### src/include/pcpm_pkg.sv
package pcpm_pkg;

    localparam int unsigned PIN_COUNT = 21;
    localparam int unsigned REG_WIDTH = 16;
    localparam int unsigned ADDR_WIDTH = 4;

    // register byte addresses
    localparam logic [3:0] OFS_DIR_HIGH = 4'h0;
    localparam logic [3:0] OFS_DIR_LOW = 4'h2;
    localparam logic [3:0] OFS_FUNC_HIGH = 4'h4;
    localparam logic [3:0] OFS_FUNC_LOW_UPPER = 4'h6;

    // reset values
    localparam logic [15:0] RST_DIR_HIGH = 16'h0000;
    localparam logic [15:0] RST_DIR_LOW = 16'h0000;
    localparam logic [15:0] RST_FUNC_HIGH = 16'h0000;
    localparam logic [15:0] RST_FUNC_LOW_UPPER = 16'h0000;

    // implemented (non-reserved) bits
    localparam logic [15:0] MASK_DIR_HIGH = 16'h001F;
    localparam logic [15:0] MASK_DIR_LOW = 16'hFFFF;
    localparam logic [15:0] MASK_FUNC_HIGH = 16'h0155;
    localparam logic [15:0] MASK_FUNC_LOW_UPPER = 16'h5500;

    // function-select bit positions
    localparam int unsigned POS_PIN20_FUNC = 8;
    localparam int unsigned POS_PIN19_FUNC = 6;
    localparam int unsigned POS_PIN18_FUNC = 4;
    localparam int unsigned POS_PIN17_FUNC = 2;
    localparam int unsigned POS_PIN16_FUNC = 0;
    localparam int unsigned POS_PIN15_FUNC = 14;
    localparam int unsigned POS_PIN14_FUNC = 12;
    localparam int unsigned POS_PIN13_FUNC = 10;
    localparam int unsigned POS_PIN12_FUNC = 8;

    // pins of the direction-high register start here
    localparam int unsigned DIR_HIGH_BASE_PIN = 16;
    localparam int unsigned DIR_HIGH_PINS = 5;

    typedef struct packed {
        logic wake_on_lan_output;
        logic external_output;
        logic mdc;
        logic mdio_out;
        logic mdio_oe;
        logic tx_en;
    } pcpm_emac_out_s;

    typedef struct packed {
        logic link_status_input;
        logic mdio_in;
        logic crs;
        logic col;
        logic tx_clk;
    } pcpm_emac_in_s;

    typedef struct packed {
        logic [20:0] value;
        logic [20:0] oe;
    } pcpm_pad_drive_s;

endpackage

### src/hdl/pcpm_port_c.sv
`timescale 1ns/1ps
`default_nettype none
module pcpm_port_c #(
    parameter int unsigned PINS = pcpm_pkg::PIN_COUNT
) (
    input wire logic sys_clk,
    input wire logic rst,
    input wire logic [pcpm_pkg::ADDR_WIDTH-1:0] reg_addr,
    input wire logic [pcpm_pkg::REG_WIDTH-1:0] reg_wdata,
    input wire logic reg_write,
    input wire logic reg_read,
    output logic [pcpm_pkg::REG_WIDTH-1:0] reg_rdata,
    input wire logic [PINS-1:0] port_out_value,
    output logic [PINS-1:0] port_in_value,
    input wire pcpm_pkg::pcpm_emac_out_s emac_out,
    output pcpm_pkg::pcpm_emac_in_s emac_in,
    input wire logic [PINS-1:0] pad_in,
    output logic [PINS-1:0] pad_out,
    output logic [PINS-1:0] pad_oe
);

    logic [15:0] dir_high_reg;
    logic [15:0] dir_low_reg;
    logic [15:0] func_high_reg;
    logic [15:0] func_low_upper_reg;
    logic [PINS-1:0] pad_meta_reg;
    logic [PINS-1:0] pad_sync_reg;
    logic [PINS-1:0] periph_sel;
    logic [PINS-1:0] direction;
    pcpm_pkg::pcpm_pad_drive_s drive_next;

    function automatic logic [15:0] masked_write(input logic [15:0] data,
                                                 input logic [15:0] mask);
        masked_write = data & mask;
    endfunction

    // reserved bits are never stored, so reads of them always give 0
    always_ff @(posedge sys_clk) begin
        if (rst) begin
            dir_high_reg <= pcpm_pkg::RST_DIR_HIGH;
            dir_low_reg <= pcpm_pkg::RST_DIR_LOW;
        end else if (reg_write) begin
            if (reg_addr == pcpm_pkg::OFS_DIR_HIGH) begin
                dir_high_reg <= masked_write(reg_wdata, pcpm_pkg::MASK_DIR_HIGH);
            end
            if (reg_addr == pcpm_pkg::OFS_DIR_LOW) begin
                dir_low_reg <= masked_write(reg_wdata, pcpm_pkg::MASK_DIR_LOW);
            end
        end
    end

    always_ff @(posedge sys_clk) begin
        if (rst) begin
            func_high_reg <= pcpm_pkg::RST_FUNC_HIGH;
            func_low_upper_reg <= pcpm_pkg::RST_FUNC_LOW_UPPER;
        end else if (reg_write) begin
            if (reg_addr == pcpm_pkg::OFS_FUNC_HIGH) begin
                func_high_reg <= masked_write(reg_wdata, pcpm_pkg::MASK_FUNC_HIGH);
            end
            if (reg_addr == pcpm_pkg::OFS_FUNC_LOW_UPPER) begin
                func_low_upper_reg <=
                    masked_write(reg_wdata, pcpm_pkg::MASK_FUNC_LOW_UPPER);
            end
        end
    end

    // read data only in the cycle after the strobe; unmapped reads give 0
    always_ff @(posedge sys_clk) begin
        if (rst) begin
            reg_rdata <= 16'h0000;
        end else if (reg_read) begin
            case (reg_addr)
                pcpm_pkg::OFS_DIR_HIGH: begin
                    reg_rdata <= dir_high_reg;
                end
                pcpm_pkg::OFS_DIR_LOW: begin
                    reg_rdata <= dir_low_reg;
                end
                pcpm_pkg::OFS_FUNC_HIGH: begin
                    reg_rdata <= func_high_reg;
                end
                pcpm_pkg::OFS_FUNC_LOW_UPPER: begin
                    reg_rdata <= func_low_upper_reg;
                end
                default: begin
                    reg_rdata <= 16'h0000;
                end
            endcase
        end else begin
            reg_rdata <= 16'h0000;
        end
    end

    // pad levels are asynchronous to sys_clk
    always_ff @(posedge sys_clk) begin
        if (rst) begin
            pad_meta_reg <= '0;
            pad_sync_reg <= '0;
        end else begin
            pad_meta_reg <= pad_in;
            pad_sync_reg <= pad_meta_reg;
        end
    end

    always_comb begin
        direction = {dir_high_reg[pcpm_pkg::DIR_HIGH_PINS-1:0], dir_low_reg};
        periph_sel = '0;
        periph_sel[20] = func_high_reg[pcpm_pkg::POS_PIN20_FUNC];
        periph_sel[19] = func_high_reg[pcpm_pkg::POS_PIN19_FUNC];
        periph_sel[18] = func_high_reg[pcpm_pkg::POS_PIN18_FUNC];
        periph_sel[17] = func_high_reg[pcpm_pkg::POS_PIN17_FUNC];
        periph_sel[16] = func_high_reg[pcpm_pkg::POS_PIN16_FUNC];
        periph_sel[15] = func_low_upper_reg[pcpm_pkg::POS_PIN15_FUNC];
        periph_sel[14] = func_low_upper_reg[pcpm_pkg::POS_PIN14_FUNC];
        periph_sel[13] = func_low_upper_reg[pcpm_pkg::POS_PIN13_FUNC];
        periph_sel[12] = func_low_upper_reg[pcpm_pkg::POS_PIN12_FUNC];
    end

    always_comb begin
        drive_next.value = port_out_value;
        drive_next.oe = direction;
        // a selected peripheral overrides the direction bit entirely
        if (periph_sel[20]) begin
            drive_next.value[20] = emac_out.wake_on_lan_output;
            drive_next.oe[20] = 1'b1;
        end
        if (periph_sel[19]) begin
            drive_next.value[19] = emac_out.external_output;
            drive_next.oe[19] = 1'b1;
        end
        if (periph_sel[18]) begin
            drive_next.value[18] = 1'b0;
            drive_next.oe[18] = 1'b0;
        end
        if (periph_sel[17]) begin
            drive_next.value[17] = emac_out.mdc;
            drive_next.oe[17] = 1'b1;
        end
        if (periph_sel[16]) begin
            drive_next.value[16] = emac_out.mdio_out;
            drive_next.oe[16] = emac_out.mdio_oe;
        end
        if (periph_sel[15]) begin
            drive_next.value[15] = 1'b0;
            drive_next.oe[15] = 1'b0;
        end
        if (periph_sel[14]) begin
            drive_next.value[14] = 1'b0;
            drive_next.oe[14] = 1'b0;
        end
        if (periph_sel[13]) begin
            drive_next.value[13] = 1'b0;
            drive_next.oe[13] = 1'b0;
        end
        if (periph_sel[12]) begin
            drive_next.value[12] = emac_out.tx_en;
            drive_next.oe[12] = 1'b1;
        end
    end

    always_ff @(posedge sys_clk) begin
        if (rst) begin
            pad_out <= '0;
            pad_oe <= '0;
        end else begin
            pad_out <= drive_next.value;
            pad_oe <= drive_next.oe;
        end
    end

    // controller inputs see 0 while their pin is a general port
    always_ff @(posedge sys_clk) begin
        if (rst) begin
            emac_in <= '0;
            port_in_value <= '0;
        end else begin
            emac_in.link_status_input <= periph_sel[18] & pad_sync_reg[18];
            emac_in.mdio_in <= periph_sel[16] & pad_sync_reg[16];
            emac_in.crs <= periph_sel[15] & pad_sync_reg[15];
            emac_in.col <= periph_sel[14] & pad_sync_reg[14];
            emac_in.tx_clk <= periph_sel[13] & pad_sync_reg[13];
            port_in_value <= pad_sync_reg;
        end
    end

endmodule
`default_nettype wire

### config.mk
export PLATFORM = sky130hd
export DESIGN_NAME = pcpm_port_c
export DESIGN_NICKNAME = d
export VERILOG_FILES = /design/src/include/pcpm_pkg.sv /design/src/hdl/pcpm_port_c.sv
export SDC_FILE = /design/constraint.sdc
export NUM_CORES = 1
export LEC_CHECK = 0
export BUFFER_PORTS_ARGS = -buffer_cell sky130_fd_sc_hd__buf_4
export CAP_MARGIN = 20
export CORE_UTILIZATION = 35
export DETAILED_ROUTE_END_ITERATION = 8
export GPL_TIMING_DRIVEN = 0
export PLACE_DENSITY_LB_ADDON = 0.25
export SETUP_SLACK_MARGIN = 0.4
export SYNTH_ARGS = -nofsm -noshare
export SYNTH_HDL_FRONTEND = slang
export SYNTH_SLANG_ARGS = --single-unit
### constraint.sdc
create_clock -name sys_clk -period 1.75 [get_ports sys_clk]
set_input_delay 0.0875 -clock sys_clk [delete_from_list [all_inputs] [get_ports sys_clk]]
set_output_delay 0.0875 -clock sys_clk [all_outputs]
set_load 0.02 [all_outputs]
Word-level counts from Yosys, hierarchy flattened
Cells that the tools add are included.
{"block": "classes", "n_addsub": 0, "n_mul": 0, "n_div": 0, "n_lt_le_gt_ge": 0, "n_eq_ne": 3, "shifts": 0, "muxes": 11, "bitwise_logic": 6, "n_reduce_logical": 10}
{"operator": "$pmux 16 s4", "n": 1}
{"operator": "$mux 1", "n": 10}
{"operator": "$reduce_or 2->1", "n": 5}
{"operator": "$eq 4x3->1 const B", "n": 2}
{"operator": "$reduce_and 2->1", "n": 4}
{"operator": "$and 1x1->1", "n": 5}
{"operator": "$eq 4x2->1 const B", "n": 1}
{"operator": "$logic_not 4->1", "n": 1}
{"operator": "$not 1->1", "n": 1}
{"block": "totals", "register_bits": 156, "latch_bits": 0, "mem_bits_rw": 0, "romBits": 0, "input_bits": 72, "mem_count": 0}

Depth between registers and ports, before layout
Gate-level depths: netlist (run 1).
{"block": "logic_depth", "depth_word": 2, "ltp_mapped": 6, "ltp_nobuf": 3}

Worst setup path after synthesis (run 1)
No wires, ideal clock.
{"block": "synth_timing", "kind": "in2reg", "start": "input reg_addr[3] (netlist name)", "end": "register dir_low_reg[11]", "setup_ns": 0.121, "arrival_ns": 1.146, "required_ns": 1.629, "path_slack_ns": 0.483, "stages": 5, "n_path_buf": 2, "path_cell_list": "buf_4 nor4b_4 and2_4 buf_8 mux2_2"}
{"block": "synth_via", "elab_chain_len": 2}
{"element": "start, declared", "line": "pcpm_port_c.sv:8", "text": "input wire logic [pcpm_pkg::ADDR_WIDTH-1:0] reg_addr,"}
{"element": "$eq 4x2->1", "line": "pcpm_port_c.sv:46", "text": "if (reg_addr == pcpm_pkg::OFS_DIR_LOW) begin"}
{"element": "$reduce_and 2->1 (no source line)"}
{"element": "end signal, assigned", "line": "pcpm_port_c.sv:41", "text": "dir_low_reg <= pcpm_pkg::RST_DIR_LOW;"}
{"element": "end signal, assigned", "line": "pcpm_port_c.sv:47", "text": "dir_low_reg <= masked_write(reg_wdata, pcpm_pkg::MASK_DIR_LOW);"}
{"element": "end, declared", "line": "pcpm_port_c.sv:23", "text": "logic [15:0] dir_low_reg;"}
Every way passes these cells.
A chain may end at the register's enable or synchronous reset.

Worst setup path after layout (run 1)
{"block": "layout_timing", "start": "register func_high_reg[0]", "end": "register reg_rdata[0] (netlist name)"}
{"block": "layout_via", "elab_chain_len": 1}
{"element": "start, declared", "line": "pcpm_port_c.sv:24", "text": "logic [15:0] func_high_reg;"}
{"element": "start signal, assigned", "line": "pcpm_port_c.sv:54", "text": "func_high_reg <= pcpm_pkg::RST_FUNC_HIGH;"}
{"element": "start signal, assigned", "line": "pcpm_port_c.sv:58", "text": "func_high_reg <= masked_write(reg_wdata, pcpm_pkg::MASK_FUNC_HIGH);"}
{"element": "$pmux 16 s4", "line": "pcpm_port_c.sv:72", "text": "case (reg_addr)"}
{"element": "end signal, assigned", "line": "pcpm_port_c.sv:74", "text": "reg_rdata <= dir_high_reg;"}
{"element": "end signal, assigned", "line": "pcpm_port_c.sv:77", "text": "reg_rdata <= dir_low_reg;"}
{"element": "end signal, assigned", "line": "pcpm_port_c.sv:80", "text": "reg_rdata <= func_high_reg;"}
{"element": "end, declared", "line": "pcpm_port_c.sv:12", "text": "output logic [pcpm_pkg::REG_WIDTH-1:0] reg_rdata,"}
Every way passes these cells.

==> results of run 1 <==
-- through the flow --
step	hold WS (ns)	instances	total power [mW]	setup slack (ns)
2_1_floorplan	0.216	423	3.98	0.483
3_3_place_gp	0.298	751	4.21	0.227
3_5_place_dp	0.303	751	4.23	0.217
4_1_cts	0.00629	845	8.15	0.408
5_1_grt	0.0306	845	8.35	0.517
6_report	0.0143	845	8.07	0.566
-- Yosys cell counts, types with 2 or more instances --
cell type	number	area, µm²
nor2b_1	85	532
mux2i_1	35	350
a22oi_1	4	30.0
mux2_2	5	56.3
clkbuf_1	17	63.8
o21ai_0	3	15.0
nand2_1	5	18.8
and2_1	5	31.3
dfxtp_1	156	3120
nor3b_1	9	67.6
nand2b_1	36	225
a21oi_1	2	10.0
nor2_1	24	90.1
buf_2	4	20.0
nand4b_1	2	17.5
inv_1	8	30.0
and3_1	8	50.1
or4_1	2	15.0
-- power by group --
group	internal [mW]	switching [mW]
sequential	3.65	0.0288
combinational	0.336	0.243
clock	2.39	1.42
-- cell type report --
class                      count  area (µm²)
clock buffer                  18         429
tap                          176         220
inverter                       8        30.0
clock inverter                14         195
buffer                        25         138
multi-input combinational    234        1600
timing repair buffer         214        1760
sequential                   156        3120
fill                        1198        5960
-- layout by cell type (no fill, tap or decap), types with 2 or more instances in the layout --
cell type and count:
nand4b_1 2, nand2_1 5, and3_1 8, inv_1 8, nand2b_1 36, and2_1 5
clkbuf_1 18, mux2_2 5, a22oi_1 4, mux2i_1 35, buf_2 4, a21oi_1 2
nor2_1 24, dfxtp_1 155, clkinv_4 3, buf_4 153, clkbuf_16 17, o21ai_0 3
nor2b_1 85, or4_1 2, clkinvlp_4 4, nor3b_1 9, bufinv_16 4, clkinv_2 2
dlygate4sd3_1 62
-- worst min-delay path: stages --
cell     delay (ns)
buf_4          0.07
nor2b_1        0.10
mux2_2         0.14
-- metal layers --
layer / vias up / share of wire
met5: - / 0
met2: 118 / 0.51
met3: 17 / 0.075
li1: 1824 / -
met4: 0 / 0.017
met1: 1656 / 0.40
-- worst paths after layout --
path         cells after the start  slack [ns]                      endpoint
min reg2reg                      1        0.43   port_in_value[6]$_SDFF_PP0_
min                              3        0.01  dir_low_reg[11]$_SDFFE_PP0P_
max reg2reg                      3        0.57       reg_rdata[0]$_SDFF_PP0_
max                              3        0.57       reg_rdata[0]$_SDFF_PP0_
-- cell families after synthesis --
logic type      count (synthesis)
simple gates                  184
flops                         156
mux                            40
buf+inv                        33
compound gates                 10
-- timing repair --
| action | CTS | global route |
|---|---|---|
| hold buffers | 62 | 0 |
| resized for setup | 0 | 1 |
| setup endpoints to repair | 0 | 1 |
| endpoints found under the hold margin | 67 | 0 |
==> impl_results.md, run 1 <==
- Initial antenna violation count: 0
- Row cnt: 42
- # diodes: 0
- Final Cell Area: 7500 µm²
- Crit path from: func_high_reg[0]$_SDFFE_PP0P_
- Worst hold-check path type: primary input to register
- Status: finished, final reports clean
- GRT met2 Usage: 0.287
- Largest net degree at the start of global routing: 17
- Critical-path cell list: mux2i_1 > or4_1 > a21oi_1
- Multiplexer share of the synthesized area: 0.0832
- Pwr per Cell Area: 1080 nW/µm²
- CTS H-tree lvls: 4
- Grt peak-use layer: met2
- CTS Sinks: 156
- Final design utilization: 0.557
- Crit Reg-Reg Startpoint: func_high_reg[0]$_SDFFE_PP0P_
- RSZ-0062 raised after global routing: no
- Netlist cell types: 31
- Max-Cap Viols: 0
- Worst Path Required: 2.09 ns
- Area Growth Syn to Fin: 53.3%
- Fin crit period: 1.18 ns
- Slew Limit Fails: 0
- Register area share after synthesis: 0.639
- Dpl hpwl: 7.91 mm
- Setup TNS: 0 ns
- Port buffer count: 152
- Hold Fails Final Rpt: 0
- Main synth FF type: dfxtp_1
- Initial DRC Count: 156
- Post-Synth Simple-Gate Area: 0.231
- Cell at the root of the clock tree: clkbuf_16
- DP Area: 6250 µm²
- Die area: 14400 µm²
- Die height: 120 µm
- Num ports: 156
- Clk buf depth: 2
- Layout cells sized above 1: 0.299
- Crit-path leading delay family: flip-flops
- DRT antenna net count: 0
- Total global routing overflow: 0
- Clock Latency Late Sink: 0.42 ns
- Critical Path End Type: register
- CTS tree: done
- Leakage: 3.28 nW
- Fin crit share: 0.676
- Syn Nets: 495
- Finish-stage setup viols: 0
- Vias per inst: 4.28
- Worst slew pin tran: 0.690 ns
- Clock slew at reported path FFs: 0.06 ns
- Largest family of logic cells by synthesized area: simple AND/OR/NAND/NOR gates
- Syn_area_per_cell: 11.6 µm²
- Vias in the first global route: 3713
- DR DRC count: 0
- Initial Util: 0.363
- Highest clock rate: 845 MHz
- Hold path startpoint: reg_wdata[11]
- WL final: 11.6 mm
- Num CTS Buffers: 17
- Met1 Track Usage GR: 0.179
- Routed len/inst: 13.7 µm
- Post-synth EDFFs: 0
- Worst stage delay on the critical path: 0.44 ns
- Post-CTS Setup Inserts: 0
- Gr usage total: 0.165
- M3 GR Usage: 0.0637
- Max VDD drop: 0.606 mV
- Clock Skew: 0.00521 ns
- Startpoint Class: register
- Core area: 13500 µm²
- Gpl congestion: 0.812
- Die width: 120 µm
- Synth Area in Compound Gates: 0.0128
- Via count: 3615
- Worst-path fanout max: 5
- Asr flop ratio synth: 0
- Synth Warn #: 0
- Area of the mapped netlist: 4890 µm²
- Relative slew slack: 0.540
- DR pass1 iterations: 4
- Nets: 728
- Worst path slowest cell: dfxtp_2
- Synth Area in XOR/XNOR: 0
- Worst Path Buf+Inv: 0
- First-pass GRT wire length: 18.0 mm
- Synthesis-stage register bit count: 156
- Crit Path Class: register to register
- CP arrival: 1.52 ns
- Post-synthesis cell count: 423
- Post-Synth Adder-Cell Area: 0
Power figures use the tool's default switching activity.
==> run 2: changes to the inputs <==
==> constraint.sdc (replaced) <==
create_clock -name sys_clk -period 1.2 [get_ports sys_clk]
set_input_delay 0.06 -clock sys_clk [delete_from_list [all_inputs] [get_ports sys_clk]]
set_output_delay 0.06 -clock sys_clk [all_outputs]
set_load 0.02 [all_outputs]
==> run 2 against run 1 <==
The flow now finishes with violations (hold timing). Sequential share of layout area fell by 1.5 points. Total power rose by 41%. Clock skew barely moved. Flip-flop and latch count did not move. Largest power group is now registers. Combinational power rose by 59%. Register-to-register slack got worse by 0.38 ns.
==> impl_results.md, run 2 (synthesis results as in run 1) <==
- Pwr per Cell Area: 1410 nW/µm² (+31%)
- Routed len/inst: 13.9 µm (+1.5%)
- DP Area: 6300 µm² (+0.74%)
- Worst path slowest cell: or4_4
- WL final: 11.9 mm (+2.5%)
- Layout cells sized above 1: 0.473 (+0.174)
- Highest clock rate: 984 MHz (+16%)
- DR DRC count: 0 (unchanged)
- Core area: 13500 µm² (unchanged)
- Fin crit share: 0.847 (+0.170)
- Switching Fraction: 0.213 (+0.00278)
- Most common cell after layout, fill and taps aside: dfxtp_2
- Clock Skew: 0.00562 ns (+0.000416 ns)
- Dpl hpwl: 7.65 mm (-3.3%)
- Net Switching: 2.43 mW (+43%)
- Relative slew slack: 0.646 (+0.106)
- Clk buf depth: 2 (unchanged)
- RSZ-0062 raised after global routing: yes
- Status: finished, violations left
- Die area: 14400 µm² (unchanged)
- Port buffer count: 152 (unchanged)
- Via count: 3713 (+2.7%)
- Gpl congestion: 0.783 (-3.5%)
- Comb pwr share: 0.081 (+0.009)
- Cell at the root of the clock tree: clkbuf_16
- First-pass GRT wire length: 18.6 mm (+3.7%)
- Leakage: 3.48 nW (+6.2%)
- Vias in the first global route: 3874 (+4.3%)
- Final Cell Area: 8100 µm² (+8.0%)
- Clock slew at reported path FFs: 0.06 ns (about the same)
- Vias per inst: 4.35 (+1.7%)
- Max VDD drop: 0.785 mV (+30%)
- Largest net degree at the start of global routing: 17 (unchanged)
- Pint: 8.97 mW (+41%)
- Worst-path fanout max: 2 (-3)
- Worst hold-check path type: primary input to register
- Initial DRC Count: 124 (-21%)
- Initial antenna violation count: 0 (unchanged)
- Failing checks: hold timing
- Startpoint Class: register
- Hold Buf Count CTS: 62 (unchanged)
- Nets: 738 (+1.4%)
- Initial Util: 0.363 (unchanged)
- Power consumption: 11.4 mW (+41%)
- Die width: 120 µm (unchanged)
- Num ports: 156 (unchanged)
- Worst hold slack: -0.0269 ns (-0.0412 ns)
- Commonest cells after routing, fill and taps aside: dfxtp_2 (92), buf_6 (87), nor2b_1 (81)
- Reg power frac: 0.472 (+0.016)
- Hold Fails Final Rpt: 2 (+2)
- CP arrival: 1.36 ns (-0.16 ns)
- Row cnt: 42 (unchanged)
- CTS H-tree lvls: 4 (unchanged)
- CTS tree: done
- # diodes: 0 (unchanged)
- Die height: 120 µm (unchanged)
- Area Growth Syn to Fin: 65.6%
- Slew Limit Fails: 0 (unchanged)
- Max-Cap Viols: 0 (unchanged)
- Critical Path End Type: register
- Clock Latency Late Sink: 0.42 ns (about the same)
- Total global routing overflow: 0 (unchanged)
- DRT antenna net count: 0 (unchanged)
- CTS Sinks: 156 (unchanged)
- Worst Path Required: 1.55 ns (-0.54 ns)
- Worst slew pin tran: 0.526 ns (-0.164 ns)
- Crit Path Class: register to register
- Critical-path cell list: mux2i_1 > or4_4 > a21oi_2
- DR pass1 iterations: 4 (unchanged)
- Num CTS Buffers: 17 (unchanged)
- Gr usage total: 0.174 (+0.00864)
- Clock group share of total power: 0.447 (-0.025)
- Fin crit period: 1.02 ns (-0.168 ns)
- Worst stage delay on the critical path: 0.42 ns (-0.02 ns)
- Finish-stage setup viols: 0 (unchanged)
-- run 2: final timing paths --
check                                                    from                         end  slack [ns]  cells after the start
worst min-delay path                              reg_addr[0]     reg_rdata[0]$_SDFF_PP0_       -0.03                      3
worst max-delay path            func_high_reg[0]$_SDFFE_PP0P_     reg_rdata[0]$_SDFF_PP0_        0.18                      3
worst min register to register     pad_meta_reg[6]$_SDFF_PP0_  pad_sync_reg[6]$_SDFF_PP0_        0.43                      1
worst max register to register  func_high_reg[0]$_SDFFE_PP0P_     reg_rdata[0]$_SDFF_PP0_        0.18                      3
-- run 2: worst max-delay path: cells and delay by family (launching register included) --
family             cells  cell delay, ns
AOI/OAI and AO/OA      1            0.12
DFF                    1            0.34
muxes                  1            0.06
and+or+nand+nor        1            0.42
-- run 2: power by group through the flow --
stage | logic [mW] | registers, mW | clock network [mW]
final | 0.920 | 5.38 | 5.09
after global routing | 0.987 | 5.39 | 5.47
after CTS | 0.903 | 5.38 | 5.22
after detailed placement | 0.688 | 5.48 | 0
after global placement | 0.677 | 5.47 | 0
after floorplan | 0.262 | 5.55 | 0
-- run 2: cell type report --
class	count	area, µm²
Multi-Input combinational cell	234	1660
Timing Repair Buffer	224	2180
Clock inverter	11	121
Buffer	25	186
Tap cell	176	220
Fill cell	1081	5350
Clock buffer	19	443
Sequential cell	156	3250
Inverter	8	30.0
-- run 2: what timing repair did --
item,CTS,global route
endpoints found under the hold margin,73,2
gates resized for setup,194,18
setup endpoints to repair,137,129
cloned,0,1
buffers inserted,5,4
pin swaps,5,3
-- run 2: per-layer routing --
metal  vias up  global-route usage  share of wire  wire length (µm)
li1       1846                   -              -                 -
met1      1711               0.194           0.41              4830
met2       128               0.287           0.50              5890
met3        28              0.0632          0.069               824
met4         0              0.0953          0.028               331
met5         -                   0              0                 0
-- run 2: through the flow --
step                TNS, ns  setup WS, ns  utilization  std cells
finish                    0         0.184        0.602        853
global route              0         0.153        0.602        853
CTS                       0         0.164        0.595        848
detailed placement    -5.16        -0.140        0.468        751
global placement      -4.01        -0.124        0.468        751
floorplan           -0.0244      -0.00610            -        423
==> run 3: changes to the inputs <==
==> constraint.sdc (replaced) <==
create_clock -name sys_clk -period 0.85 [get_ports sys_clk]
set_input_delay 0.0425 -clock sys_clk [delete_from_list [all_inputs] [get_ports sys_clk]]
set_output_delay 0.0425 -clock sys_clk [all_outputs]
set_load 0.02 [all_outputs]
==> run 3 against run 2 <==
The run ends with hold timing, setup timing left. Final area grew 0.91%. Largest cell class unchanged. Register-to-register slack lost 0.36 ns. Die area is the same. Flip-flop and latch count is the same. Critical endpoint is now reg_rdata[2]$_SDFF_PP0_. Combinational power grew 37%.
==> impl_results.md, run 3 (synthesis results as in run 1) <==
- Hold Fails Final Rpt: 70 (+68)
- Area Growth Syn to Fin: 67.1%
- Nets: 686 (-7.0%)
- Clock Latency Late Sink: 0.42 ns (about the same)
- Leakage: 3.49 nW (+0.50%)
- Port buffer count: 152 (unchanged)
- Row cnt: 42 (unchanged)
- Die width: 120 µm (unchanged)
- Finish-stage setup viols: 91 (+91)
- CTS H-tree lvls: 4 (unchanged)
- Die height: 120 µm (unchanged)
- Worst Path Required: 1.20 ns (-0.35 ns)
- Layout cells sized above 1: 0.673 (+0.200)
- Final Cell Area: 8170 µm² (+0.91%)
- Initial DRC Count: 111 (-10%)
- Comb pwr share: 0.077 (-0.004)
- Worst hold slack: -0.171 ns (-0.144 ns)
- Final worst slack: -0.179 ns (-0.363 ns)
- CTS Sinks: 156 (unchanged)
- Largest net degree at the start of global routing: 17 (unchanged)
- Failing checks: hold timing, setup timing
- Clock slew at reported path FFs: 0.06 ns (about the same)
- Reg power frac: 0.462 (-0.010)
- Initial Util: 0.363 (unchanged)
- Dpl hpwl: 8.02 mm (+4.9%)
- Relative slew slack: 0.588 (-0.0580)
- Most common cell after layout, fill and taps aside: dfxtp_2
- Switching Fraction: 0.211 (-0.00200)
- Fin crit period: 1.03 ns (+0.0135 ns)
- Status: finished, violations left
- Setup TNS: -4.20 ns (-4.20 ns)
- Worst slew pin tran: 0.612 ns (+0.0862 ns)
- Clk buf depth: 2 (unchanged)
- Cell at the root of the clock tree: clkbuf_16
- First-pass GRT wire length: 18.1 mm (-2.6%)
- Highest clock rate: 971 MHz (-1.3%)
- Startpoint Class: register
- Pwr per Cell Area: 2010 nW/µm² (+43%)
- Net Switching: 3.47 mW (+43%)
- Die area: 14400 µm² (unchanged)
- Max-Cap Viols: 0 (unchanged)
- Total global routing overflow: 0 (unchanged)
- DP Area: 6590 µm² (+4.7%)
- CP arrival: 1.38 ns (+0.02 ns)
- Critical Path End Type: register
- RSZ-0062 raised after global routing: yes
- Fin crit share: 1.21 (+0.364)
- CTS tree: done
- Clock Skew: 0.00488 ns (-0.000739 ns)
- # diodes: 0 (unchanged)
- Routed len/inst: 14.5 µm (+4.0%)
- Core area: 13500 µm² (unchanged)
- Fillers: 1105 (+2.2%)
- Clock group share of total power: 0.461 (+0.014)
- Final design utilization: 0.608 (+0.00549)
- Vias in the first global route: 3628 (-6.4%)
- WL final: 11.6 mm (-2.1%)
- Via count: 3497 (-5.8%)
- Gr usage total: 0.170 (-0.00400)
- DR pass1 iterations: 4 (unchanged)
- DRT antenna net count: 0 (unchanged)
- Worst-path fanout max: 2 (unchanged)
- Gpl congestion: 0.836 (+6.8%)
- DR DRC count: 0 (unchanged)
- Vias per inst: 4.35 (about the same)
- Max VDD drop: 1.19 mV (+51%)
- Pint: 13.0 mW (+45%)
- Commonest cells after routing, fill and taps aside: dfxtp_2 (118), buf_6 (96), buf_4 (74)
- Num CTS Buffers: 17 (unchanged)
- Slew Limit Fails: 0 (unchanged)
- Worst hold-check path type: primary input to register
- Crit Path Class: register to register
- Initial antenna violation count: 0 (unchanged)
- Num ports: 156 (unchanged)
[run 3: cell count changes in the layout (fill, tap and decap cells not counted), moves of 9 or more]
cell | before | now
clkbuf_8 | 2 | 12
nand2b_4 | 0 | 10
dfxtp_1 | 60 | 27
dlygate4sd3_1 | 62 | 0
dfxtp_2 | 92 | 118
nor2b_4 | 4 | 19
nand2b_1 | 36 | 26
buf_6 | 87 | 96
nor2b_1 | 81 | 66
[run 3: worst paths after layout]
check	startpoint	endpoint	slack [ns]	cells past startpoint
max	dir_low_reg[2]$_SDFFE_PP0P_	reg_rdata[2]$_SDFF_PP0_	-0.18	3
min	pad_in[10]	pad_meta_reg[10]$_SDFF_PP0_	-0.17	2
max reg2reg	dir_low_reg[2]$_SDFFE_PP0P_	reg_rdata[2]$_SDFF_PP0_	-0.18	3
min reg2reg	pad_sync_reg[0]$_SDFF_PP0_	port_in_value[0]$_SDFF_PP0_	0.43	1
[run 3: metrics by stage]
step / power [mW] / hold WS [ns] / worst slack (ns) / cells
2_1_floorplan: 8.31 / 0.171 / -0.339 / 423
5_1_grt: 17.1 / -0.181 / -0.233 / 803
4_1_cts: 16.5 / -0.184 / -0.182 / 796
3_5_place_dp: 8.83 / 0.260 / -0.514 / 751
6_report: 16.4 / -0.171 / -0.179 / 803
3_3_place_gp: 8.81 / 0.251 / -0.484 / 751
[run 3: routing by layer]
metal / share of wire / global-route usage / vias to the layer above
met3: 0.051 / 0.0476 / 24
li1: - / - / 1744
met5: 0 / 0 / -
met1: 0.42 / 0.198 / 1630
met4: 0.029 / 0.0945 / 0
met2: 0.50 / 0.281 / 99
[run 3: final cells by class]
class	count	area (µm²)	area share
well taps	176	220	0.0269
plain buffers	25	370	0.0453
multi-input cells	234	1950	0.238
inverters	8	30.0	0.00367
flip-flops and latches	156	3310	0.405
clock inverters	10	140	0.0171
repair buffers	172	1700	0.208
clock buffers	22	454	0.0556
[run 3: critical path: stages, from the launching register on]
cell	delay (ns)
dfxtp_2	0.32
mux2i_1	0.07
or4_1	0.42
a21oi_2	0.14
[run 3: power groups by stage]
stage / sequential (mW) / combinational (mW) / clock, mW
5_1_grt: 7.60 / 1.35 / 8.10
3_3_place_gp: 7.73 / 1.08 / 0
3_5_place_dp: 7.74 / 1.09 / 0
2_1_floorplan: 7.84 / 0.479 / 0
6_report: 7.59 / 1.26 / 7.57
4_1_cts: 7.59 / 1.22 / 7.74
[run 3: timing repair]
action | CTS | global route
resized for setup | 239 | 54
pin swaps | 11 | 9
setup endpoints to repair | 207 | 207
setup buffers | 12 | 7
cloned | 1 | 0
endpoints found under the hold margin | 77 | 71
